==> src/pwm_cfg_params.svh <==
`ifndef PWM_CFG_PARAMS_SVH
`define PWM_CFG_PARAMS_SVH

// ----------------------------------------------------------------------
// Command codes
// ----------------------------------------------------------------------
`define CMD_SWITCHING_FREQUENCY 8'h33
`define CMD_CONVERSION_MODE 8'h34
`define CMD_INPUT_TURN_ON_THRESHOLD 8'h35
`define CMD_INPUT_TURN_OFF_THRESHOLD 8'h36

// ----------------------------------------------------------------------
// Reset values and mode codes
// ----------------------------------------------------------------------
`define RST_SWITCHING_FREQUENCY 16'h0258
`define RST_CONVERSION_MODE 8'h03
`define RST_INPUT_TURN_ON_THRESHOLD 16'h02BC
`define RST_INPUT_TURN_OFF_THRESHOLD 16'h01F4
`define MODE_MAX_EFFICIENCY 8'h00
`define MODE_MAX_POWER 8'h03
`define MODE_MAKER_DEFINED 8'h04

// ----------------------------------------------------------------------
// Loop configuration word bit positions
// ----------------------------------------------------------------------
`define LOOP_AUTO_PHASE_BIT 0
`define LOOP_DIODE_EFF_BIT 6
`define LOOP_DIODE_POWER_BIT 28
`define LOOP_CONFIG_WIDTH 32

`endif

==> src/pwm_cfg_pkg.sv <==
`default_nettype none
package pwm_cfg_pkg;

  // Stored configuration of one output page.
  typedef struct packed {
    logic [15:0] switching_frequency;
    logic [7:0] conversion_mode;
    logic [15:0] input_turn_on_threshold;
    logic [15:0] input_turn_off_threshold;
  } page_regs_t;

  // Derived behaviour of one output page.
  typedef struct packed {
    logic vin_ok;
    logic vdown_decay;
    logic phase_drop_en;
    logic diode_emu_en;
  } page_ctl_t;

endpackage : pwm_cfg_pkg
`default_nettype wire

==> src/page_cfg_regs.sv <==
`include "pwm_cfg_params.svh"
`default_nettype none
module page_cfg_regs
  import pwm_cfg_pkg::*;
(
  input wire logic clk,
  input wire logic srst,
  input wire logic wr_freq,
  input wire logic wr_mode,
  input wire logic wr_on,
  input wire logic wr_off,
  input wire logic [15:0] wdata,
  output logic [15:0] switching_frequency,
  output logic [7:0] conversion_mode,
  output logic [15:0] input_turn_on_threshold,
  output logic [15:0] input_turn_off_threshold
);

  page_regs_t s_q;
  page_regs_t s_d;
  logic mode_ok;

  assign mode_ok = (wdata[7:0] == `MODE_MAX_EFFICIENCY) ||
                   (wdata[7:0] == `MODE_MAX_POWER) ||
                   (wdata[7:0] == `MODE_MAKER_DEFINED);

  always_comb begin
    s_d = s_q;
    if (srst) begin
      s_d.switching_frequency = `RST_SWITCHING_FREQUENCY;
      s_d.conversion_mode = `RST_CONVERSION_MODE;
      s_d.input_turn_on_threshold = `RST_INPUT_TURN_ON_THRESHOLD;
      s_d.input_turn_off_threshold = `RST_INPUT_TURN_OFF_THRESHOLD;
    end else begin
      if (wr_freq) begin
        s_d.switching_frequency = wdata;
      end
      if (wr_mode && mode_ok) begin
        s_d.conversion_mode = wdata[7:0];
      end
      if (wr_on) begin
        s_d.input_turn_on_threshold = wdata;
      end
      if (wr_off) begin
        s_d.input_turn_off_threshold = wdata;
      end
    end
  end

  always_ff @(posedge clk) begin
    s_q <= s_d;
  end

  assign switching_frequency = s_q.switching_frequency;
  assign conversion_mode = s_q.conversion_mode;
  assign input_turn_on_threshold = s_q.input_turn_on_threshold;
  assign input_turn_off_threshold = s_q.input_turn_off_threshold;
endmodule : page_cfg_regs
`default_nettype wire

==> src/pwm_freq_mode_vin_threshold_regs.sv <==
`include "pwm_cfg_params.svh"
`default_nettype none
module pwm_freq_mode_vin_threshold_regs
  import pwm_cfg_pkg::*;
#(
  parameter int NUM_PAGES = 2
) (
  input wire logic clk,
  input wire logic srst,
  // Command port from the management bus engine.
  input wire logic cmd_valid,
  input wire logic cmd_write,
  input wire logic [7:0] cmd_page,
  input wire logic [7:0] cmd_code,
  input wire logic [15:0] cmd_wdata,
  output logic rsp_valid,
  output logic rsp_err,
  output logic [15:0] rsp_rdata,
  // Per-page inputs from the loop and the input voltage monitor.
  input wire logic [NUM_PAGES*`LOOP_CONFIG_WIDTH-1:0] loop_config_word,
  input wire logic [NUM_PAGES*16-1:0] vin_code,
  // Per-page behaviour outputs.
  output logic [NUM_PAGES*16-1:0] switching_frequency_khz,
  output logic [NUM_PAGES-1:0] output_enable_permit,
  output logic [NUM_PAGES-1:0] vdown_immediate_decay,
  output logic [NUM_PAGES-1:0] phase_drop_enable,
  output logic [NUM_PAGES-1:0] diode_emulation_enable
);

  typedef struct packed {
    logic rsp_valid;
    logic rsp_err;
    logic [15:0] rsp_rdata;
    page_ctl_t [NUM_PAGES-1:0] ctl;
  } top_state_t;

  top_state_t s_q;
  top_state_t s_d;

  logic page_hit;
  logic code_hit;
  logic [NUM_PAGES-1:0] page_sel;
  logic [NUM_PAGES-1:0] wr_freq;
  logic [NUM_PAGES-1:0] wr_mode;
  logic [NUM_PAGES-1:0] wr_on;
  logic [NUM_PAGES-1:0] wr_off;
  logic [15:0] freq_w [NUM_PAGES];
  logic [7:0] mode_w [NUM_PAGES];
  logic signed [15:0] on_w [NUM_PAGES];
  logic signed [15:0] off_w [NUM_PAGES];
  logic signed [15:0] vin_w [NUM_PAGES];
  logic [`LOOP_CONFIG_WIDTH-1:0] loop_w [NUM_PAGES];

  // ----------------------------------------------------------------------
  // Command decode
  // ----------------------------------------------------------------------
  assign page_hit = (cmd_page < 8'(NUM_PAGES));

  always_comb begin
    case (cmd_code)
      `CMD_SWITCHING_FREQUENCY: code_hit = 1'b1;
      `CMD_CONVERSION_MODE: code_hit = 1'b1;
      `CMD_INPUT_TURN_ON_THRESHOLD: code_hit = 1'b1;
      `CMD_INPUT_TURN_OFF_THRESHOLD: code_hit = 1'b1;
      default: code_hit = 1'b0;
    endcase
  end

  // ----------------------------------------------------------------------
  // Page register sets
  // ----------------------------------------------------------------------
  genvar gp;
  generate
    for (gp = 0; gp < NUM_PAGES; gp++) begin : g_page
      logic wr_any;
      assign page_sel[gp] = page_hit && (cmd_page == 8'(gp));
      assign wr_any = cmd_valid && cmd_write && page_sel[gp];
      assign wr_freq[gp] = wr_any &&
                           (cmd_code == `CMD_SWITCHING_FREQUENCY);
      assign wr_mode[gp] = wr_any && (cmd_code == `CMD_CONVERSION_MODE);
      assign wr_on[gp] = wr_any &&
                         (cmd_code == `CMD_INPUT_TURN_ON_THRESHOLD);
      assign wr_off[gp] = wr_any &&
                          (cmd_code == `CMD_INPUT_TURN_OFF_THRESHOLD);
      assign vin_w[gp] = vin_code[gp*16 +: 16];
      assign loop_w[gp] = loop_config_word[gp*`LOOP_CONFIG_WIDTH +:
                                           `LOOP_CONFIG_WIDTH];

      page_cfg_regs i_page_cfg_regs (
        .clk(clk),
        .srst(srst),
        .wr_freq(wr_freq[gp]),
        .wr_mode(wr_mode[gp]),
        .wr_on(wr_on[gp]),
        .wr_off(wr_off[gp]),
        .wdata(cmd_wdata),
        .switching_frequency(freq_w[gp]),
        .conversion_mode(mode_w[gp]),
        .input_turn_on_threshold(on_w[gp]),
        .input_turn_off_threshold(off_w[gp])
      );

      assign switching_frequency_khz[gp*16 +: 16] = freq_w[gp];
      assign output_enable_permit[gp] = s_q.ctl[gp].vin_ok;
      assign vdown_immediate_decay[gp] = s_q.ctl[gp].vdown_decay;
      assign phase_drop_enable[gp] = s_q.ctl[gp].phase_drop_en;
      assign diode_emulation_enable[gp] = s_q.ctl[gp].diode_emu_en;
    end
  endgenerate

  // ----------------------------------------------------------------------
  // Next state
  // ----------------------------------------------------------------------
  always_comb begin
    logic [15:0] rd;
    logic eff;
    logic mfr;
    logic pwr;
    rd = 16'h0000;
    eff = 1'b0;
    mfr = 1'b0;
    pwr = 1'b0;
    s_d = s_q;
    s_d.rsp_valid = cmd_valid;
    s_d.rsp_err = cmd_valid && !(page_hit && code_hit);
    for (int p = 0; p < NUM_PAGES; p++) begin
      if (page_sel[p]) begin
        case (cmd_code)
          `CMD_SWITCHING_FREQUENCY: rd = freq_w[p];
          `CMD_CONVERSION_MODE: rd = {8'h00, mode_w[p]};
          `CMD_INPUT_TURN_ON_THRESHOLD: rd = on_w[p];
          `CMD_INPUT_TURN_OFF_THRESHOLD: rd = off_w[p];
          default: rd = 16'h0000;
        endcase
      end
    end
    if (cmd_valid && !cmd_write) begin
      s_d.rsp_rdata = rd;
    end
    for (int p = 0; p < NUM_PAGES; p++) begin
      eff = (mode_w[p] == `MODE_MAX_EFFICIENCY);
      mfr = (mode_w[p] == `MODE_MAKER_DEFINED);
      pwr = (mode_w[p] == `MODE_MAX_POWER);
      // Voltage drops decay at once unless the turn-off profile applies.
      s_d.ctl[p].vdown_decay = eff || mfr;
      if (pwr) begin
        s_d.ctl[p].phase_drop_en =
          loop_w[p][`LOOP_AUTO_PHASE_BIT];
        s_d.ctl[p].diode_emu_en =
          loop_w[p][`LOOP_DIODE_POWER_BIT];
      end else begin
        s_d.ctl[p].phase_drop_en = 1'b1;
        s_d.ctl[p].diode_emu_en = loop_w[p][`LOOP_DIODE_EFF_BIT] ||
          (mfr && loop_w[p][`LOOP_DIODE_POWER_BIT]);
      end
      // Hysteresis: enable above the rising level, drop below falling.
      if (s_q.ctl[p].vin_ok) begin
        s_d.ctl[p].vin_ok = !(vin_w[p] < off_w[p]);
      end else begin
        s_d.ctl[p].vin_ok = (vin_w[p] > on_w[p]);
      end
    end
    if (srst) begin
      s_d = '0;
    end
  end

  always_ff @(posedge clk) begin
    s_q <= s_d;
  end

  assign rsp_valid = s_q.rsp_valid;
  assign rsp_err = s_q.rsp_err;
  assign rsp_rdata = s_q.rsp_rdata;

  generate
    for (gp = 0; gp < NUM_PAGES; gp++) begin : g_chk

    end
  endgenerate
endmodule : pwm_freq_mode_vin_threshold_regs
`default_nettype wire

==> config.mk <==
export PLATFORM = sky130hd
export DESIGN_NAME = pwm_freq_mode_vin_threshold_regs
export DESIGN_NICKNAME = d
export VERILOG_FILES = /design/src/pwm_cfg_pkg.sv /design/src/page_cfg_regs.sv /design/src/pwm_freq_mode_vin_threshold_regs.sv
export VERILOG_INCLUDE_DIRS = /design/src
export SDC_FILE = /design/constraint.sdc
export NUM_CORES = 1
export LEC_CHECK = 0
export ABC_AREA = 0
export BUFFER_PORTS_ARGS = -buffer_cell sky130_fd_sc_hd__clkbuf_2
export CORE_ASPECT_RATIO = 0.6
export CORE_UTILIZATION = 54
export DETAILED_ROUTE_END_ITERATION = 8
export PLACE_DENSITY = 0.81
export SLEW_MARGIN = 30
export SYNTH_ARGS = -nofsm -noshare
export SYNTH_HDL_FRONTEND = slang
export SYNTH_SLANG_ARGS = --single-unit
==> constraint.sdc <==
create_clock -name clk -period 3.41 [get_ports clk]
set_input_delay 0.682 -clock clk [delete_from_list [all_inputs] [get_ports clk]]
set_output_delay 0.682 -clock clk [all_outputs]
set_load 0.005 [all_outputs]
Yosys cells after proc, flatten, opt, wreduce, memory -nomap -nowiden
Index checks and enable logic that the tools add are counted.

Equality and inequality tests: 11. Multiplexer cells: 9. Reductions and logical operators: 35. Order comparisons: 5.

Operators by type and width (count): case mux 16 bit (4 select lines) (2); equality test 8 x 6 -> 1 bit (second input constant) (4); greater-than comparator 16 bit (2); zero test 8 bit (4); < comparator 16 bit (2); two-way mux 16 bit (2); equality test 8 x 2 -> 1 bit (second input constant) (3); equality test 8 x 3 -> 1 bit (second input constant) (3); logical AND 1 bit (20); equality test 8 x 1 -> 1 bit (second input constant) (1); < comparator 8 x 2 -> 1 bit (second input constant) (1); logical OR 1 bit (6); zero test 1 bit (4); two-way mux 2 bit (2); OR reduction 4 bit (1); two-way mux 1 bit (3).

Flip-flop bits (word level): 138. Input port bits: 132. Word-level logic and storage cells: 79. Output and inout port bits: 58.

Longest topological paths before layout
Word-level depth: 6. Mapped depth: 9. Gate-level depth less buffers: 8.

Modules after synthesis
A second synthesis with hierarchy kept.

Cell total of the unflattened synthesis: 869. Area, all modules: 7623.6 um^2.

By module, submodules not included: page_cfg_regs (cells each 181, instances 2, area each 2000.7 um^2, sequential area each 1121.1 um^2); pwm_freq_mode_vin_threshold_regs (cells each 507, instances 1, area each 3622.2 um^2, sequential area each 520.5 um^2).

Worst setup path before layout
OpenSTA, ideal clock, no wires.

Kind: in2reg. From: input cmd_page[5]. To: register g_page[0].i_page_cfg_regs.s_q, in the netlist g_page[0].i_page_cfg_regs.switching_frequency[3]. Path buffers: 3. Setup slack: 0.814 ns. Setup time: 0.122 ns. Stages: 9. Data required time: 3.288 ns. Data arrival time: 2.474 ns. Cells stage by stage: nor4_2 nand2_2 or3_1 buf_2 or4_4 buf_6 buf_6 nand2_1 nand3b_1.

Cells in the longest elaborated chain, start to end: 4. Elaborated cells on any way between the ends: 5. Those cells by class: order compare (1); reduce/logical (4).

RTL lines: from (decl) (line pwm_freq_mode_vin_threshold_regs.sv:13) `input wire logic [7:0] cmd_page,`; < comparator 8 x 2 -> 1 bit or zero test 8 bit (tied branches) (line pwm_freq_mode_vin_threshold_regs.sv:57, pwm_freq_mode_vin_threshold_regs.sv:76); logical AND 1 bit (*) (line pwm_freq_mode_vin_threshold_regs.sv:76) `assign page_sel[gp] = page_hit && (cmd_page == 8'(gp));`; logical AND 1 bit (*) (line pwm_freq_mode_vin_threshold_regs.sv:77) `assign wr_any = cmd_valid && cmd_write && page_sel[gp];`; logical AND 1 bit (*) (line pwm_freq_mode_vin_threshold_regs.sv:78) `assign wr_freq[gp] = wr_any &&`; to (signal assigned) (line page_cfg_regs.sv:51) `s_q <= s_d;`; to (decl) (line page_cfg_regs.sv:19) `page_regs_t s_q;`.

Every way passes the cells marked *; elsewhere a longest branch is shown, timed or not. A chain may end at the register's enable or synchronous reset.

Worst setup path in the final report
From: input cmd_code[1]. To: register g_page[1].i_page_cfg_regs.s_q, in the netlist g_page[1].i_page_cfg_regs.input_turn_off_threshold[6].

Cells in the longest elaborated chain, start to end: 2.

RTL lines: from (decl) (line pwm_freq_mode_vin_threshold_regs.sv:14) `input wire logic [7:0] cmd_code,`; equality test 8 x 6 -> 1 bit; logical AND 1 bit (line pwm_freq_mode_vin_threshold_regs.sv:83) `assign wr_off[gp] = wr_any &&`; to (signal assigned) (line page_cfg_regs.sv:51); to (decl) (line page_cfg_regs.sv:19).

No other way between the ends.

==> impl_metrics.py <==
metrics = {
    "synthesis": {
        "synth_area_leaders": "dfxtp_1, ha_1, nand2_1, a21oi_1, inv_1",
        "synth-edff-count": 0,
        "netlist.area_leader.share_pct": 37.34,
        "synth_cell_types": 50,
        "ys_warn_count": 0,
        "synthArstFlopShare_pct": 0,
        "synthCells": 929,
        "ys.flop_type": "dfxtp_1",
        "ys_seq_elements": 138,
        "synth.largest_area_cell": "dfxtp_1",
        "synth.cell_area_mm2": 0.007398,
        "ys_seq_area_share_pct": 37.34,
        "avgSynthCellArea_um2": 7.964,
        "syn_nets": 1123,
    },
    "power_and_ir_drop": {
        "switchingPower_mw": 0.9268,
        "p_sw_share_pct": 23.05,
        "powerDensity_mw_per_mm2": 453.2,
        "power_frac_seq_pct": 40.8,
        "combPwrFrac_pct": 8.3,
        "clkPwrFrac_pct": 50.9,
        "vdd_drop_max_uv": 273.5,
        "total_power_mw": 4.020,
        "leakagePower_nw": 3.779,
        "power.internal_mw": 3.094,
    },
    "cts": {
        "holdBufCountCts": 0,
        "clock_sinks": 138,
        "cts_setup_buffers": 0,
        "clk_pin_slew_worst_paths_ps": 60,
        "numCtsBuffers": 17,
        "cts_tree": "done",
        "htreeDepth": 4,
        "root_buffer": "clkbuf_16",
        "postCtsResizedCells": 0,
        "clk_latency_ps": 420,
        "cts_buffer_depth": 2,
    },
    "global_routing": {
        "grt_start_max_net_pins": 88,
        "grt_overflow": 0,
        "antenna_found_initial": 0,
        "first_global_vias": 6715,
        "grt_usage_pct": 32.69,
        "grt_pass1_wl_um": 35690,
    },
    "worst_setup_path": {
        "crit_type": "in -> reg",
        "path_cells": "clkbuf_2 > nor2b_1 > nand3_1 > nor2_1 > buf_4 > nor2_1 > a211o_1",
        "crit_arrival_ps": 2840,
        "worst_setup_path_end_kind": "flip-flop",
        "worst_setup_path_start_kind": "input pin",
        "critPathSlowestCell": "nand3_1",
        "worstPathRequired_ps": 3730,
        "crit_fanout": 23,
        "critical_path.max_stage_delay_ps": 450,
        "crit_top_cell": "nor2_1",
    },
    "routing": {
        "routedWlPerCell_um": 18.54,
        "viasPerCell": 6.059,
        "dr.pass1.iters": 6,
        "drc": 0,
        "vias": 7465,
        "first_iter_violations": 870,
        "drtAntennaViolNets": 0,
        "wirelength_um": 22840,
    },
    "timing": {
        "slew_headroom_pct": 36.85,
        "rsz0062_at_grt": "no",
        "drv_slew": 0,
        "period_share_pct": 74.13,
        "worst_pin_slew_ps": 947.3,
        "fin_tns_setup_ps": 0,
        "setup_viol": 0,
        "hold_viol": 0,
        "fin_crit_ps": 2528,
        "fmax_mhz": 395.6,
        "fin_skew_ps": 9.498,
        "hold_slack_ps": 456.1,
    },
    "placement": {
        "dpl.hpwl_um": 16520,
        "gp_congestion": 0.9226,
        "io_buffers": 131,
    },
    "floorplanning": {
        "core.rowCount": 32,
        "core-area_mm2": 0.01309,
        "io_pins": 190,
        "die_w_um": 153.1,
        "fp.dieArea_mm2": 0.01419,
        "start_util_pct": 56.51,
        "die_height_um": 92.67,
    },
    "status": {
        "outcome": "completed",
    },
    "cells_and_area": {
        "register_area_mm2": 0.002763,
        "multi_input_area_mm2": 0.004154,
        "syn_to_final_growth_pct": 19.91,
        "utilization_pct": 67.76,
        "antenna_cells": 0,
        "fillers": 1094,
        "drive_gt1_share_pct": 18.27,
        "layout.nets": 1243,
    },
    "run": {
        "drv_cap": 0,
    },
    "min_path": {
        "hold_class": "reg -> reg",
    },
}
==> through the flow <==
| step | worst slack [ps] | cells | cell area, um^2 |
|---|---|---|---|
| 6_report | 882.2 | 1232 | 8871 |
| 5_1_grt | 793.7 | 1232 | 8871 |
| 4_1_cts | 959.6 | 1232 | 8869 |
| 3_5_place_dp | 553.6 | 1200 | 8217 |
| 3_3_place_gp | 571.9 | 1200 | 8217 |
| 2_1_floorplan | 813.9 | 929 | 7398 |
==> power groups by stage <==
stage | Combinational (mW) | Sequential (mW) | Clock, mW
floorplan | 0.173 | 1.68 | 0
finish | 0.333 | 1.64 | 2.05
detailed placement | 0.319 | 1.67 | 0
global route | 0.363 | 1.64 | 2.14
global placement | 0.316 | 1.67 | 0
CTS | 0.324 | 1.64 | 2.04
==> cell usage in the layout (no fill, tap or decap), types with 5 or more instances in the layout <==
| cell type | count |
|---|---|
| nand3_1 | 8 |
| nand3b_1 | 10 |
| clkbuf_2 | 130 |
| o2bb2ai_1 | 8 |
| o21ai_0 | 25 |
| nand4_1 | 13 |
| o211ai_1 | 5 |
| clkbuf_16 | 17 |
| dfxtp_1 | 138 |
| nor2b_1 | 12 |
| a22o_1 | 30 |
| a221oi_1 | 15 |
| ha_1 | 62 |
| mux2i_1 | 12 |
| nor3_1 | 23 |
| nor4_1 | 6 |
| o22ai_1 | 9 |
| inv_1 | 71 |
| nand2_1 | 181 |
| bufinv_16 | 5 |
| buf_4 | 23 |
| nor2_1 | 62 |
| a22oi_1 | 14 |
| a211o_1 | 24 |
| a21oi_1 | 95 |
| and2_1 | 11 |
==> path summary, 6_finish.rpt <==
path,from,end,slack (ps),depth (start not counted)
hold reg to reg,flip-flop,flip-flop,460,2
setup / recovery,cmd_code[1],flip-flop,880,7
setup reg to reg,flip-flop,output_enable_permit[0]$_SDFF_PP0_,1540,7
hold / removal,flip-flop,flip-flop,460,2
==> final cells by class <==
cell class              count  area share, %
flip-flops and latches    138          31.14
multi-input cells         668          46.83
repair buffers            153          9.281
clock inverters            11          2.158
well taps                 170          2.398
clock buffers              21          5.190
inverters                  71          3.004
==> worst max-delay path: cells and delay by family <==
| family | cells | cell delay, ps |
|---|---|---|
| simple gates | 4 | 1170 |
| compound gates | 1 | 270 |
| buf+inv | 2 | 710 |
==> per-layer routing <==
layer,GRT usage (%),vias to the layer above,share of wire [%]
met3,9.219,39,12
li1,-,3513,-
met5,0,-,0
met4,9.848,0,1.5
met1,46.94,3486,45
met2,46.92,427,42
==> registers in the layout, indices dropped and copies added (netlist names) <==
signal and flops:
g_page.i_page_cfg_regs.conversion_mode 16, vdown_immediate_decay 2, diode_emulation_enable 2, rsp_err 1, rsp_rdata 16, g_page.i_page_cfg_regs.switching_frequency 32
output_enable_permit 2, g_page.i_page_cfg_regs.input_turn_on_threshold 32, rsp_valid 1, phase_drop_enable 2, g_page.i_page_cfg_regs.input_turn_off_threshold 32
==> kinds of logic after synthesis <==
family	after synthesis	synth area share [%]
multiplexers	12	1.624
AO/OA/AOI/OAI	243	21.93
flip-flops	138	37.34
AND/OR/NAND/NOR	350	21.88
XOR/XNOR	1	0.1184
buffers and inverters	123	6.613
adder cells (fa/ha/maj)	62	10.49
==> Yosys cell counts, types with 2 or more instances <==
library cell and count:
a211o_1 24, buf_6 2, and2_1 11, inv_1 71
clkbuf_1 37, o22ai_1 9, nand3b_1 10, o211ai_1 5
a21o_1 3, nand4_1 13, nor3_1 24, a31oi_1 2
nor4_1 6, a22o_1 30, nor2_1 62, a41o_1 2
or4_1 3, nand3_1 8, ha_1 62, a21oi_1 95
a22oi_1 14, and3_1 2, mux2i_1 12, or3_1 2
nand2_1 181, nand2b_1 4, buf_2 10, o2bb2ai_1 8
o21ai_0 25, a211oi_1 3, a221oi_1 15, dfxtp_1 138
nor2b_1 13, nor4_2 4, buf_1 3, a2111oi_0 2
(Power assumes the default switching activity.)
